--- src/pkg/fsr_cfg.svh ---
`ifndef FSR_CFG_SVH
`define FSR_CFG_SVH
// System clock rate and fastest result rate; the refresh period derives from them.
`define FSR_CLK_HZ 125000000
`define FSR_RATE_MAX_HZ 3000
`define FSR_RATE_CYC ((`FSR_CLK_HZ + `FSR_RATE_MAX_HZ - 1) / `FSR_RATE_MAX_HZ)
// Serial word layout.
`define FSR_BIT_ADDR 5'h07
`define FSR_BIT_LAST 5'h0f
`define FSR_WR_POS 13
`define FSR_RD_POS 12
`define FSR_RD_EARLY 4
`define FSR_REG_MSB 9
`define FSR_REG_LSB 8
// Configuration register numbers and reset values.
`define FSR_REG_PRI 2'h0
`define FSR_REG_OPT 2'h1
`define FSR_REG_TMP 2'h2
`define FSR_CFG0_RST 8'h00
`define FSR_CFG1_RST 8'h00
`define FSR_CFG2_RST 8'h08
// Field positions inside the registers.
`define FSR_OS_MSB 1
`define FSR_OS_LSB 0
`define FSR_RE_MSB 5
`define FSR_RE_LSB 4
`define FSR_MA_MSB 7
`define FSR_MA_LSB 6
`define FSR_SP_POS 0
// Result value at zero field and buffer depth.
`define FSR_ZERO_FIELD 16'h8000
`define FSR_FIFO_DEPTH 32
`endif

--- src/pkg/fsr_pkg.sv ---
`default_nettype none
package fsr_pkg;
  // Channel codes of the output multiplexer.
  typedef enum logic [1:0] {FSR_CH_X, FSR_CH_Y, FSR_CH_Z, FSR_CH_TEMP} fsr_chan_e;
  // One conversion result.
  typedef logic [15:0] fsr_word_t;
endpackage
`default_nettype wire

--- src/core/fsr_fifo.sv ---
`timescale 1ns/10ps
`default_nettype none
module fsr_fifo #(
  parameter int WIDTH = 18,
  parameter int DEPTH = 32
) (
  // Clock and reset.
  input wire logic clk_sys_in,
  input wire logic sys_rst_in,
  // Filling side.
  input wire logic in_valid_in,
  output logic in_ready_out,
  input wire logic [WIDTH-1:0] in_data_in,
  // Draining side.
  output logic out_valid_out,
  input wire logic out_ready_in,
  output logic [WIDTH-1:0] out_data_out
);
  localparam int AW = $clog2(DEPTH);

  // Storage and pointers; the count is one bit wider to tell full from empty.
  logic [WIDTH-1:0] mem [DEPTH];
  logic [AW-1:0] wr_ptr, rd_ptr, next_wr_ptr, next_rd_ptr;
  logic [AW:0] count, next_count;
  logic push, pop;

  // Honest flags from the count.
  assign in_ready_out = (count != (AW+1)'(DEPTH));
  assign out_valid_out = (count != '0);
  assign out_data_out = mem[rd_ptr];
  assign push = in_valid_in & in_ready_out;
  assign pop = out_valid_out & out_ready_in;

  // Next pointer and count values.
  always_comb begin
    next_wr_ptr = push ? wr_ptr + 1'b1 : wr_ptr;
    next_rd_ptr = pop ? rd_ptr + 1'b1 : rd_ptr;
    next_count = count + (AW+1)'(push) - (AW+1)'(pop);
  end

  // Pointer registers.
  always_ff @(posedge clk_sys_in) begin
    if (sys_rst_in) begin
      wr_ptr <= '0;
      rd_ptr <= '0;
      count <= '0;
    end else begin
      wr_ptr <= next_wr_ptr;
      rd_ptr <= next_rd_ptr;
      count <= next_count;
    end
  end

  // Storage write; the array needs no reset.
  always_ff @(posedge clk_sys_in) begin
    if (push) begin
      mem[wr_ptr] <= in_data_in;
    end
  end
endmodule
`default_nettype wire

--- src/core/fsr_readout.sv ---
// Overview of operation
// - Mode 0: clock idles low, rising edge samples.
// - Sixteen-bit words, most significant bit first.
// - One result out, one config in, per word.
// - Data out tristated while chip select high.
// - Result rate selectable 0.375 to 3 kHz.
// - Delivered bit count follows resolution, 14-16.
// - Resolution applies equally to all channels.
// - Hold input resets and halts conversion.
// - Hold raises ready; select toggle clears it.
// - Ready on pin, or on data out by option.
// - Ready on load only when all selected axes fresh.
// - Select falling clears ready until next load or hold.
// - Output buffer refreshed at result rate.
// - Output stage plus channel multiplexer to serial.
// - Single-axis: unselected axes read zero field.
// - Bit 13 write, 12 read, 9:8 register.
// - Output select: X, Y, Z, temperature.
// - Registers hold value; read-back in same word.
`timescale 1ns/10ps
`default_nettype none
`include "fsr_cfg.svh"
module fsr_readout
  import fsr_pkg::*;
#(
  parameter int RATE_CYC = `FSR_RATE_CYC,
  parameter int FIFO_DEPTH = `FSR_FIFO_DEPTH
) (
  // Clock and reset.
  input wire logic clk_sys_in,
  input wire logic sys_rst_in,
  // Serial link pins.
  input wire logic spi_clk_in,
  input wire logic spi_cs_n_in,
  input wire logic spi_mosi_in,
  output logic spi_miso_out,
  output logic spi_miso_oe_out,
  // Ready pin and conversion hold pin.
  output logic result_ready_flag_out,
  input wire logic conv_hold_in,
  // Converter result stream.
  input wire logic adc_valid_in,
  output logic adc_ready_out,
  input wire logic [1:0] adc_chan_in,
  input wire logic [15:0] adc_data_in,
  // Settings seen by the converters.
  output logic conv_run_out,
  output logic [1:0] conversion_rate_select_out,
  output logic [1:0] axis_select_out
);
  localparam int TW = 20;

  // ***************************************
  // Helper functions
  // ***************************************

  // Clears the bits below the delivered width for the resolution code.
  function automatic fsr_word_t fmt_bits(input fsr_word_t d, input logic [1:0] re);
    fsr_word_t m;
    m = (re == 2'h0) ? 16'hfffc : ((re == 2'h1) ? 16'hfffe : 16'hffff);
    return d & m;
  endfunction

  // Maps a measurement axis code to the channels needing fresh data.
  function automatic logic [3:0] need_mask(input logic [1:0] ma);
    logic [3:0] m;
    m = 4'h0;
    m[FSR_CH_TEMP] = 1'b1;
    if (ma == 2'h0) begin
      m = 4'hf;
    end else begin
      m[ma - 2'h1] = 1'b1;
    end
    return m;
  endfunction

  // ***************************************
  // Pin synchronisers
  // ***************************************

  // Bit 0 clock, 1 select, 2 data in, 3 hold.
  logic [3:0] sync1, sync2;
  logic [3:0] prev;
  logic sclk_rise, sclk_fall, cs_fall, cs_low, mosi, hold, hold_rise;

  // Two flops per pin, then a third stage for edge finding.
  always_ff @(posedge clk_sys_in) begin
    if (sys_rst_in) begin
      sync1 <= 4'h2;
      sync2 <= 4'h2;
      prev <= 4'h2;
    end else begin
      sync1 <= {conv_hold_in, spi_mosi_in, spi_cs_n_in, spi_clk_in};
      sync2 <= sync1;
      prev <= sync2;
    end
  end

  // Edge and level decode on the synchronised copies only.
  assign sclk_rise = sync2[0] & ~prev[0];
  assign sclk_fall = ~sync2[0] & prev[0];
  assign cs_fall = ~sync2[1] & prev[1];
  assign cs_low = ~sync2[1];
  assign mosi = sync2[2];
  assign hold = sync2[3];
  assign hold_rise = sync2[3] & ~prev[3];

  // ***************************************
  // Serial shifter and configuration
  // ***************************************

  logic [15:0] rx, next_rx; // Incoming word, filled from the right.
  logic [4:0] bit_cnt, next_bit_cnt; // Rising edges seen in this word.
  logic [3:0] out_idx, next_out_idx; // Falling edges seen in this word.
  logic [15:0] tx_word, next_tx_word; // Word being shifted out.
  logic [7:0] cfg [3]; // Volatile configuration registers.
  logic [7:0] next_cfg [3];
  logic miso, next_miso; // Registered data out bit.
  logic wr_ev; // A full word asks for a register write.
  logic [1:0] wr_addr; // Register number of that write.
  logic [7:0] wr_val; // Value of that write.
  fsr_word_t obuf [4]; // Serial output buffer, one word per channel.
  logic flag; // Result ready flag.

  // Returns a register for read-back, zero for the unused number.
  function automatic logic [7:0] cfg_read(input logic [1:0] a, input logic [7:0] r0,
                                          input logic [7:0] r1, input logic [7:0] r2);
    return (a == `FSR_REG_PRI) ? r0 : ((a == `FSR_REG_OPT) ? r1 :
           ((a == `FSR_REG_TMP) ? r2 : 8'h00));
  endfunction

  // Next values of the shifter and registers.
  always_comb begin
    next_rx = rx;
    next_bit_cnt = bit_cnt;
    next_out_idx = out_idx;
    next_tx_word = tx_word;
    next_cfg = cfg;
    wr_ev = 1'b0;
    wr_addr = rx[`FSR_REG_MSB-1:`FSR_REG_LSB-1];
    wr_val = {rx[6:0], mosi};
    if (cs_fall) begin
      // A new word starts: pick the requested channel from the buffer.
      next_bit_cnt = 5'h00;
      next_out_idx = 4'h0;
      next_rx = 16'h0000;
      next_tx_word = obuf[cfg[0][`FSR_OS_MSB:`FSR_OS_LSB]];
      if (cfg[`FSR_REG_OPT][`FSR_SP_POS]) begin
        // Option: the flag takes the place of the first bit.
        next_tx_word[15] = flag;
      end
    end else if (cs_low) begin
      if (sclk_rise) begin
        // Sample data in, most significant bit first.
        next_rx = {rx[14:0], mosi};
        next_bit_cnt = bit_cnt + 5'h01;
        if (bit_cnt == `FSR_BIT_ADDR && next_rx[`FSR_RD_EARLY]) begin
          // Read-back replaces the low byte of this very word.
          next_tx_word[7:0] = cfg_read(next_rx[1:0], cfg[0], cfg[1], cfg[2]);
        end
        if (bit_cnt == `FSR_BIT_LAST && next_rx[`FSR_WR_POS]) begin
          // A full word with the write bit stores its value, except to register number 3.
          wr_ev = (wr_addr != 2'h3);
          if (wr_ev) begin
            next_cfg[wr_addr] = wr_val;
          end
        end
      end
      if (sclk_fall && bit_cnt != 5'h00 && out_idx != 4'hf) begin
        // Advance the output bit after the master has sampled it.
        next_out_idx = out_idx + 4'h1;
      end
    end
    next_miso = tx_word[4'hf - out_idx];
  end

  // Shifter and register flops.
  always_ff @(posedge clk_sys_in) begin
    if (sys_rst_in) begin
      rx <= 16'h0000;
      bit_cnt <= 5'h00;
      out_idx <= 4'h0;
      tx_word <= 16'h0000;
      miso <= 1'b0;
      cfg[0] <= `FSR_CFG0_RST;
      cfg[1] <= `FSR_CFG1_RST;
      cfg[2] <= `FSR_CFG2_RST;
    end else begin
      rx <= next_rx;
      bit_cnt <= next_bit_cnt;
      out_idx <= next_out_idx;
      tx_word <= next_tx_word;
      miso <= next_miso;
      cfg <= next_cfg;
    end
  end

  // Data out is driven only while selected.
  assign spi_miso_oe_out = cs_low;
  assign spi_miso_out = miso;

  // ***************************************
  // Result stream and output stage
  // ***************************************

  logic [1:0] re, ma;
  logic fifo_valid, drain;
  logic [17:0] fifo_data;
  fsr_word_t stage [4], next_stage [4]; // Latest value per converter.
  fsr_word_t next_obuf [4];
  logic [3:0] fresh, next_fresh; // Channels updated since last load.
  logic [TW-1:0] tick_cnt, next_tick_cnt; // Refresh period counter.
  logic [TW-1:0] period;
  logic tick, load, next_flag;

  assign re = cfg[0][`FSR_RE_MSB:`FSR_RE_LSB];
  assign ma = cfg[0][`FSR_MA_MSB:`FSR_MA_LSB];
  assign drain = ~hold; // Held converters stall the buffer.

  // Buffer between converters and the output stage.
  fsr_fifo #(
    .WIDTH(18),
    .DEPTH(FIFO_DEPTH)
  ) u_fifo (
    .clk_sys_in(clk_sys_in),
    .sys_rst_in(sys_rst_in),
    .in_valid_in(adc_valid_in),
    .in_ready_out(adc_ready_out),
    .in_data_in({adc_chan_in, adc_data_in}),
    .out_valid_out(fifo_valid),
    .out_ready_in(drain),
    .out_data_out(fifo_data)
  );

  // Each resolution step halves the rate from the fastest one.
  assign period = TW'(RATE_CYC) << re;
  assign tick = (tick_cnt >= period - TW'(1)); // A shortened period still ends at once.
  assign load = tick && ((fresh & need_mask(ma)) == need_mask(ma));

  // Next values of the output stage, buffer and flag.
  always_comb begin
    next_stage = stage;
    next_obuf = obuf;
    next_fresh = fresh;
    next_flag = flag;
    next_tick_cnt = tick ? TW'(0) : tick_cnt + TW'(1);
    if (load) begin
      // Refresh the serial buffer at the result rate.
      for (int i = 0; i < 4; i++) begin
        next_obuf[i] = fmt_bits(stage[i], re);
        if (i != int'(FSR_CH_TEMP) && ma != 2'h0 && i != int'(ma) - 1) begin
          next_obuf[i] = `FSR_ZERO_FIELD;
        end
      end
      next_fresh = 4'h0;
    end
    if (cs_fall) begin
      next_flag = 1'b0;
    end
    if (load || hold_rise) begin
      // A load or a hold raises the flag, winning over a clear.
      next_flag = 1'b1;
    end
    if (hold) begin
      // Conversion held in reset.
      next_tick_cnt = TW'(0);
      next_fresh = 4'h0;
    end else if (fifo_valid) begin
      next_stage[fifo_data[17:16]] = fifo_data[15:0];
      next_fresh[fifo_data[17:16]] = 1'b1;
    end
  end

  // Output stage and flag flops.
  always_ff @(posedge clk_sys_in) begin
    if (sys_rst_in) begin
      for (int i = 0; i < 4; i++) begin
        stage[i] <= `FSR_ZERO_FIELD;
        obuf[i] <= `FSR_ZERO_FIELD;
      end
      fresh <= 4'h0;
      tick_cnt <= '0;
      flag <= 1'b0;
    end else begin
      stage <= next_stage;
      obuf <= next_obuf;
      fresh <= next_fresh;
      tick_cnt <= next_tick_cnt;
      flag <= next_flag;
    end
  end

  // Flag pin and settings to the converters.
  assign result_ready_flag_out = flag & ~cfg[`FSR_REG_OPT][`FSR_SP_POS];
  assign conv_run_out = ~hold;
  assign conversion_rate_select_out = re;
  assign axis_select_out = ma;
endmodule
`default_nettype wire

--- config.mk ---
export PLATFORM = sky130hd
export DESIGN_NAME = fsr_readout
export DESIGN_NICKNAME = d
export VERILOG_FILES = /design/src/pkg/fsr_pkg.sv /design/src/core/fsr_fifo.sv /design/src/core/fsr_readout.sv
export VERILOG_INCLUDE_DIRS = /design/src /design/src/pkg
export SDC_FILE = /design/constraint.sdc
export NUM_CORES = 1
export LEC_CHECK = 0
export ABC_AREA = 1
export BUFFER_PORTS_ARGS = -buffer_cell sky130_fd_sc_hd__buf_2
export CORE_ASPECT_RATIO = 0.5
export CORE_MARGIN = 2
export CORE_UTILIZATION = 50
export DETAILED_ROUTE_END_ITERATION = 7
export GPL_ROUTABILITY_DRIVEN = 0
export GPL_TIMING_DRIVEN = 0
export PLACE_DENSITY = 0.65
export RECOVER_POWER = 50
export SYNTH_ARGS = -nofsm -noshare
export SYNTH_HDL_FRONTEND = slang
export SYNTH_SLANG_ARGS = --single-unit
--- constraint.sdc ---
create_clock -name clk_sys_in -period 5.6 [get_ports clk_sys_in]
set_input_delay 0.28 -clock clk_sys_in [delete_from_list [all_inputs] [get_ports clk_sys_in]]
set_output_delay 0.28 -clock clk_sys_in [all_outputs]
set_load 0.03 [all_outputs]
* Yosys cells after proc, flatten, opt, wreduce, memory -nomap -nowiden
Memory sizes are Yosys's and may differ from the RTL's. A register that Yosys moved wholly into a read port is not among the register bits. Index checks and enable logic that the tools add are counted. Widths: inputs -> output; s select.
Cells by class: order comparisons 11, $add $sub $neg 11, reductions and logical operators 31, shift operators 1, $mul 0, div/mod/pow operators 0, bitwise gates (word level) 23, equality and inequality tests 12, muxes and demuxes 37
Operators with widths (number):
- $mux 16 | 6
- $and 16x16->16 | 4
- $bwmux 64 | 1
- $mux 8 | 8
- $bmux 16 s2 | 1
- $demux 16 s2 | 1
- $ne 2x32->1 const A | 1
- $ne 3x32->1 const A | 1
- $reduce_bool 32->1 | 1
- $bwmux 24 | 1
- $add 20x1->20 const B | 1
- $ge 20x20->1 | 1
- $shl 16x2->20 const A | 1
- $sub 20x1->20 const B | 1
- $demux 8 s2 | 1
- $add 5x1->5 const B | 3
- $logic_and 1x1->1 | 12
- $mux 5 | 2
- $ge 3x3->1 const B | 3
- $mux 1 | 9
- $not 2->3 | 3
- $mux 4 | 2
- $reduce_bool 2->1 | 4
- $and 1x1->1 | 7
- other kinds (35) | 51
Storage, ports and cells: bits in registers 244, output and inout bits 9, word-level logic and storage cells 153, ROM bits 0, bits of input ports 25, RAM bits 576, memories kept 1, latch bits 0
Memories:
- u_fifo.mem | words 32, width 18, rd ports 1, clocked after Yosys merged registers in 1, wr ports 1, line fsr_fifo.sv:22 | logic [WIDTH-1:0] mem [DEPTH];

* Logic depth before layout (Yosys ltp)
word-level depth 12, mapped depth 18, depth with buffers taken out 17

* By module
From an unflattened synthesis, not the netlist that was laid out.
Second synthesis, totals: cell total of the unflattened synthesis 3538, area, all modules 34667.0 sq um
By module, submodules not included:
- fsr_fifo | cells an instance 2108, area each 24395.9 sq um, seq. area each 17717.0 sq um, times used 1
- fsr_readout | cells an instance 1430, area each 10271.1 sq um, seq. area each 4544.4 sq um, times used 1

* Least setup slack after synthesis
No wires, ideal clock.
path kind register to register, start point register u_fifo.count[2], end point register u_fifo.count[4], library setup time 0.125 ns, stages on the path, launching flop included 17, setup slack 2.703 ns, required time 5.475 ns, period minus slack after synthesis 2.897 ns, path buffers 2, arrival time 2.772 ns, cells stage by stage dfxtp_1 -> inv_1 -> ha_1 -> nand4_1 -> nand2_1 -> inv_1 -> buf_2 -> buf_2 -> ha_1 -> inv_1 -> ha_1 -> inv_1 -> fa_1 -> nor3_1 -> a211oi_1 -> o21ai_0 -> a21oi_1
On the way: elaborated cells between the ends (all ways) 6, classes of those cells add/sub (2); eq/ne (1); bitwise (2); reduce/logical (1)
RTL lines:
- start: declaration | line fsr_fifo.sv:24 | logic [AW:0] count, next_count;
- start signal: assignment | line fsr_fifo.sv:50 | count <= next_count;
- $reduce_bool 6->1 | line fsr_fifo.sv:29 | assign out_valid_out = (count != '0);
- $and 1x1->1 | line fsr_fifo.sv:32 | assign pop = out_valid_out & out_ready_in;
- named net u_fifo.pop | line fsr_fifo.sv:25 | logic push, pop;
- $sub 6x1->6 | line fsr_fifo.sv:38 | next_count = count + (AW+1)'(push) - (AW+1)'(pop);
The timed path passes the listed nets, and every way through them passes these cells. A chain may end at the register's enable or synchronous reset.

* Final worst setup path
start point register cfg (netlist bit conversion_rate_select_out[1]), end point register tick_cnt[9]
On the way: cells in the longest elaborated chain, start to end 4
Ends and longest elaborated chain:
- start: declaration | line fsr_readout.sv:116 | logic [7:0] cfg [3];
- start signal: assignment | line fsr_readout.sv:194 | cfg <= next_cfg;
- $shl 16x2->20 | line fsr_readout.sv:236 | assign period = TW'(RATE_CYC) << re;
- $sub 20x1->20 | line fsr_readout.sv:237 | assign tick = (tick_cnt >= period - TW'(1));
- $ge 20x20->1 | line fsr_readout.sv:237
- $reduce_or 3->1 (no line)
- end signal: assignment | line fsr_readout.sv:288 | tick_cnt <= next_tick_cnt;
- end: declaration | line fsr_readout.sv:212 | logic [TW-1:0] tick_cnt, next_tick_cnt;
Every way passes these cells.

==> results.toml <==
[job]
timing.max_cap.violations = 4

[synthesis]
synth.most_common_cell = "nand2_1"
ys.flop_type = "edfxtp_1"
synth_area_um2 = 34600
async_reset_ff_share_pct = 0
synth.area.top_cells = "edfxtp_1, dfxtp_1, nand2_1"
synth_seq_cells = 824
synth_top_area_share_pct = 49.9
ys_top_cells_by_count = "nand2_1, edfxtp_1, nor2_1"
syn_area_per_cell_um2 = 9.81
syn-instance-count = 3532
yosysUniqueCellTypes = 42
yosys.area.top_type = "edfxtp_1"
ys_warn_count = 0
ys_seq_area_share_pct = 64.3
synth_edf_count = 576

[critical_path]
cp_top_family = "buffers and inverters"
worst-path-buf-inv = 4
path_depth = 16
crit_slowest_cell = "dfxtp_1"
worstSetupEndpointType = "register"
worstSetupPathType = "register to register"
startpoint_type = "register"
cp.arrival_ns = 4.46
path_cells = "inv_1, ha_1, clkbuf_1, nor3_1, xor2_1, ha_1, nand2_1, nor2_1, nor3_1, nand2_1, nand2_1, nand4_1, nor2_1, clkinv_1, clkbuf_1, nor2_1"
crit_fanout = 10
reg2regPathDepth = 16
critPathMaxStageDelay_ns = 0.51
critPathRequiredTime_ns = 6.16

[placement]
hpwl_um = 68000
port_buffers = 33

[detailed_routing]
ant_nets = 0
drt_pre_antenna_iters = 6
vias_per_cell = 5.64
drt-total-wl_um = 102000
num_vias = 26100
first_iter_violations = 3146
routedWlPerCell_um = 22.0
post-route-drc-count = 0

[layout]
area.growth.synth_to_final_pct = 12.4
multiInputGateArea_um2 = 10700
num_antenna_cells = 0
nets = 3741
ff_latch_area_um2 = 22300
postLayoutCoreUtil_pct = 56.6
drive_above_1_share_pct = 7.82
fillCellCount = 5813

[cts]
cts.sinks = 824
cts_setup_buffers = 0
clkSlewWorstSetupHoldPaths_ns = 0.07
cts_htree_levels = 3
numCtsBuffers = 74
cts_repair_resize_count = 0
tritoncts = "done"
clockRootBuffer = "clkbuf_16"
clk_path_buf_depth = 3
clk_latency_ns = 0.65

[sta]
fin_worst_skew_ns = 0.0241
relSlewSlack_pct = -3.05
max_freq_mhz = 256
timing.setup.tns_ns = 0
final-max-slew-violation-count = 132
rsz0062_at_grt = "false"
hold_viol = 0
min_period_ns = 3.90
worst_pin_slew_ns = 1.55
final.period_utilization_pct = 69.6
final-setup-viol-count = 0

[die]
die_height_um = 190
io-pin-count = 34
rows = 68
die_w_um = 376
core_um2 = 68700
dieArea_um2 = 71500
initial_utilization_pct = 50.4

[min_path]
whs_path_depth = 3
hold_path.class = "primary input to register"

[global_routing]
grt_max_degree = 33
grt_pass1_wl_um = 151000
first_global_vias = 24300
antenna_found_initial = 0
overflow = 0
grt.total_usage_pct = 28.5

[status]
status = "finished, violations left"
failed_checks = "max-capacitance violations, max-slew violations"

[power]
power_density_nw_per_um2 = 436
power.leakage_nw = 14.9
ir_drop_v = 0.000239
## per-layer routing
| metal | up-vias | track usage (%) | part of all wire [%] |
|---|---|---|---|
| met4 | 0 | 11.8 | 4.0 |
| met2 | 1269 | 44.7 | 45 |
| li1 | 12200 | - | - |
| met1 | 12400 | 39.2 | 41 |
| met3 | 242 | 5.18 | 9.8 |
| met5 | - | 0 | 0 |
## cell usage in the layout (no fill, tap or decap), types with 5 or more instances in the layout
master	n
a21oi_1	132
a31oi_1	9
buf_1	19
buf_16	6
buf_2	77
buf_4	29
buf_6	17
bufinv_16	8
clkbuf_1	111
clkbuf_16	77
clkbuf_8	7
clkinv_1	12
clkinv_2	9
dfxtp_1	248
edfxtp_1	576
ha_1	50
inv_1	201
nand2_1	896
nand3_1	382
nand4_1	34
nor2_1	435
nor2_4	27
nor3_1	22
o211ai_1	11
o21ai_0	211
o221ai_1	5
o22ai_1	18
o31ai_1	21
xor2_1	7
## sequential cells by signal, indices dropped and copies added, names as in the netlist, 2 cells and up, named ones only
| signal | count |
|---|---|
| tick_cnt | 20 |
| axis_select_out | 2 |
| u_fifo.rd_ptr | 5 |
| prev | 3 |
| conversion_rate_select_out | 2 |
| out_idx | 4 |
| sync1 | 4 |
| fresh | 4 |
| bit_cnt | 5 |
| cfg | 20 |
| tx_word | 16 |
| rx | 13 |
| obuf | 64 |
| u_fifo.wr_ptr | 5 |
| stage | 64 |
| u_fifo.count | 6 |
| sync2 | 4 |
| u_fifo.mem | 576 |
## final timing paths
kind | startpoint | to | slack [ns]
setup / recovery | conversion_rate_select_out[1]$_SDFFE_PP0P_ | tick_cnt[9]$_SDFF_PP0_ | 1.70
hold / removal | adc_valid_in | u_fifo.wr_ptr[1]$_SDFFE_PP0P_ | 0.09
setup reg to reg | conversion_rate_select_out[1]$_SDFFE_PP0P_ | tick_cnt[9]$_SDFF_PP0_ | 1.70
hold reg to reg | sync1[0]$_SDFF_PP0_ | sync2[0]$_SDFF_PP0_ | 0.41
## through the flow
stage	std cells	hold slack (ns)	instance area [µm²]	total power [mW]	setup slack, ns
finish	4630	0.0945	38900	17.0	1.70
global route	4630	0.117	38900	17.7	1.36
CTS	4630	0.104	39000	16.9	1.68
detailed placement	4495	0.397	36500	11.7	1.68
global placement	4476	0.392	35900	11.6	0.454
floorplan	3533	0.379	34600	10.1	2.70
## area by class of cell
class	count	share of cell area [%]
Sequential cell	824	57.2
Multi-Input combinational cell	2302	27.6
Clock buffer	96	5.31
Tap cell	910	2.92
Buffer	200	2.71
Inverter	207	2.01
Timing Repair Buffer	56	1.24
Clock inverter	35	1.06
## worst reg2reg max path, cell delays in order (launching register included)
cell and delay [ns]:
dfxtp_1 0.51, inv_1 0.24, ha_1 0.31, clkbuf_1 0.30, nor3_1 0.29, xor2_1 0.23
ha_1 0.28, nand2_1 0.07, nor2_1 0.04, nor3_1 0.18, nand2_1 0.08, nand2_1 0.06
nand4_1 0.16, nor2_1 0.22, clkinv_1 0.35, clkbuf_1 0.35, nor2_1 0.14
## kinds of logic after synthesis
family / synth area share (%)
AOI/OAI and AO/OA: 6.41
adders and majority gates: 1.86
and+or+nand+nor: 21.9
other: 0.0108
DFF: 64.3
buffers and inverters: 5.32
xor gates and xnor gates: 0.228
## where the power goes
group	internal, mW	switching, mW
Clock	2.99	2.32
Sequential	6.85	0.126
Combinational	1.34	3.36
Total	11.2	5.80
## repair_timing
action	in CTS	in global routing
hold endpoints to repair	4	0
endpoints found under the setup margin	0	0
hold buffers	4	0
Note: power is estimated with default switching activity, not from simulation.
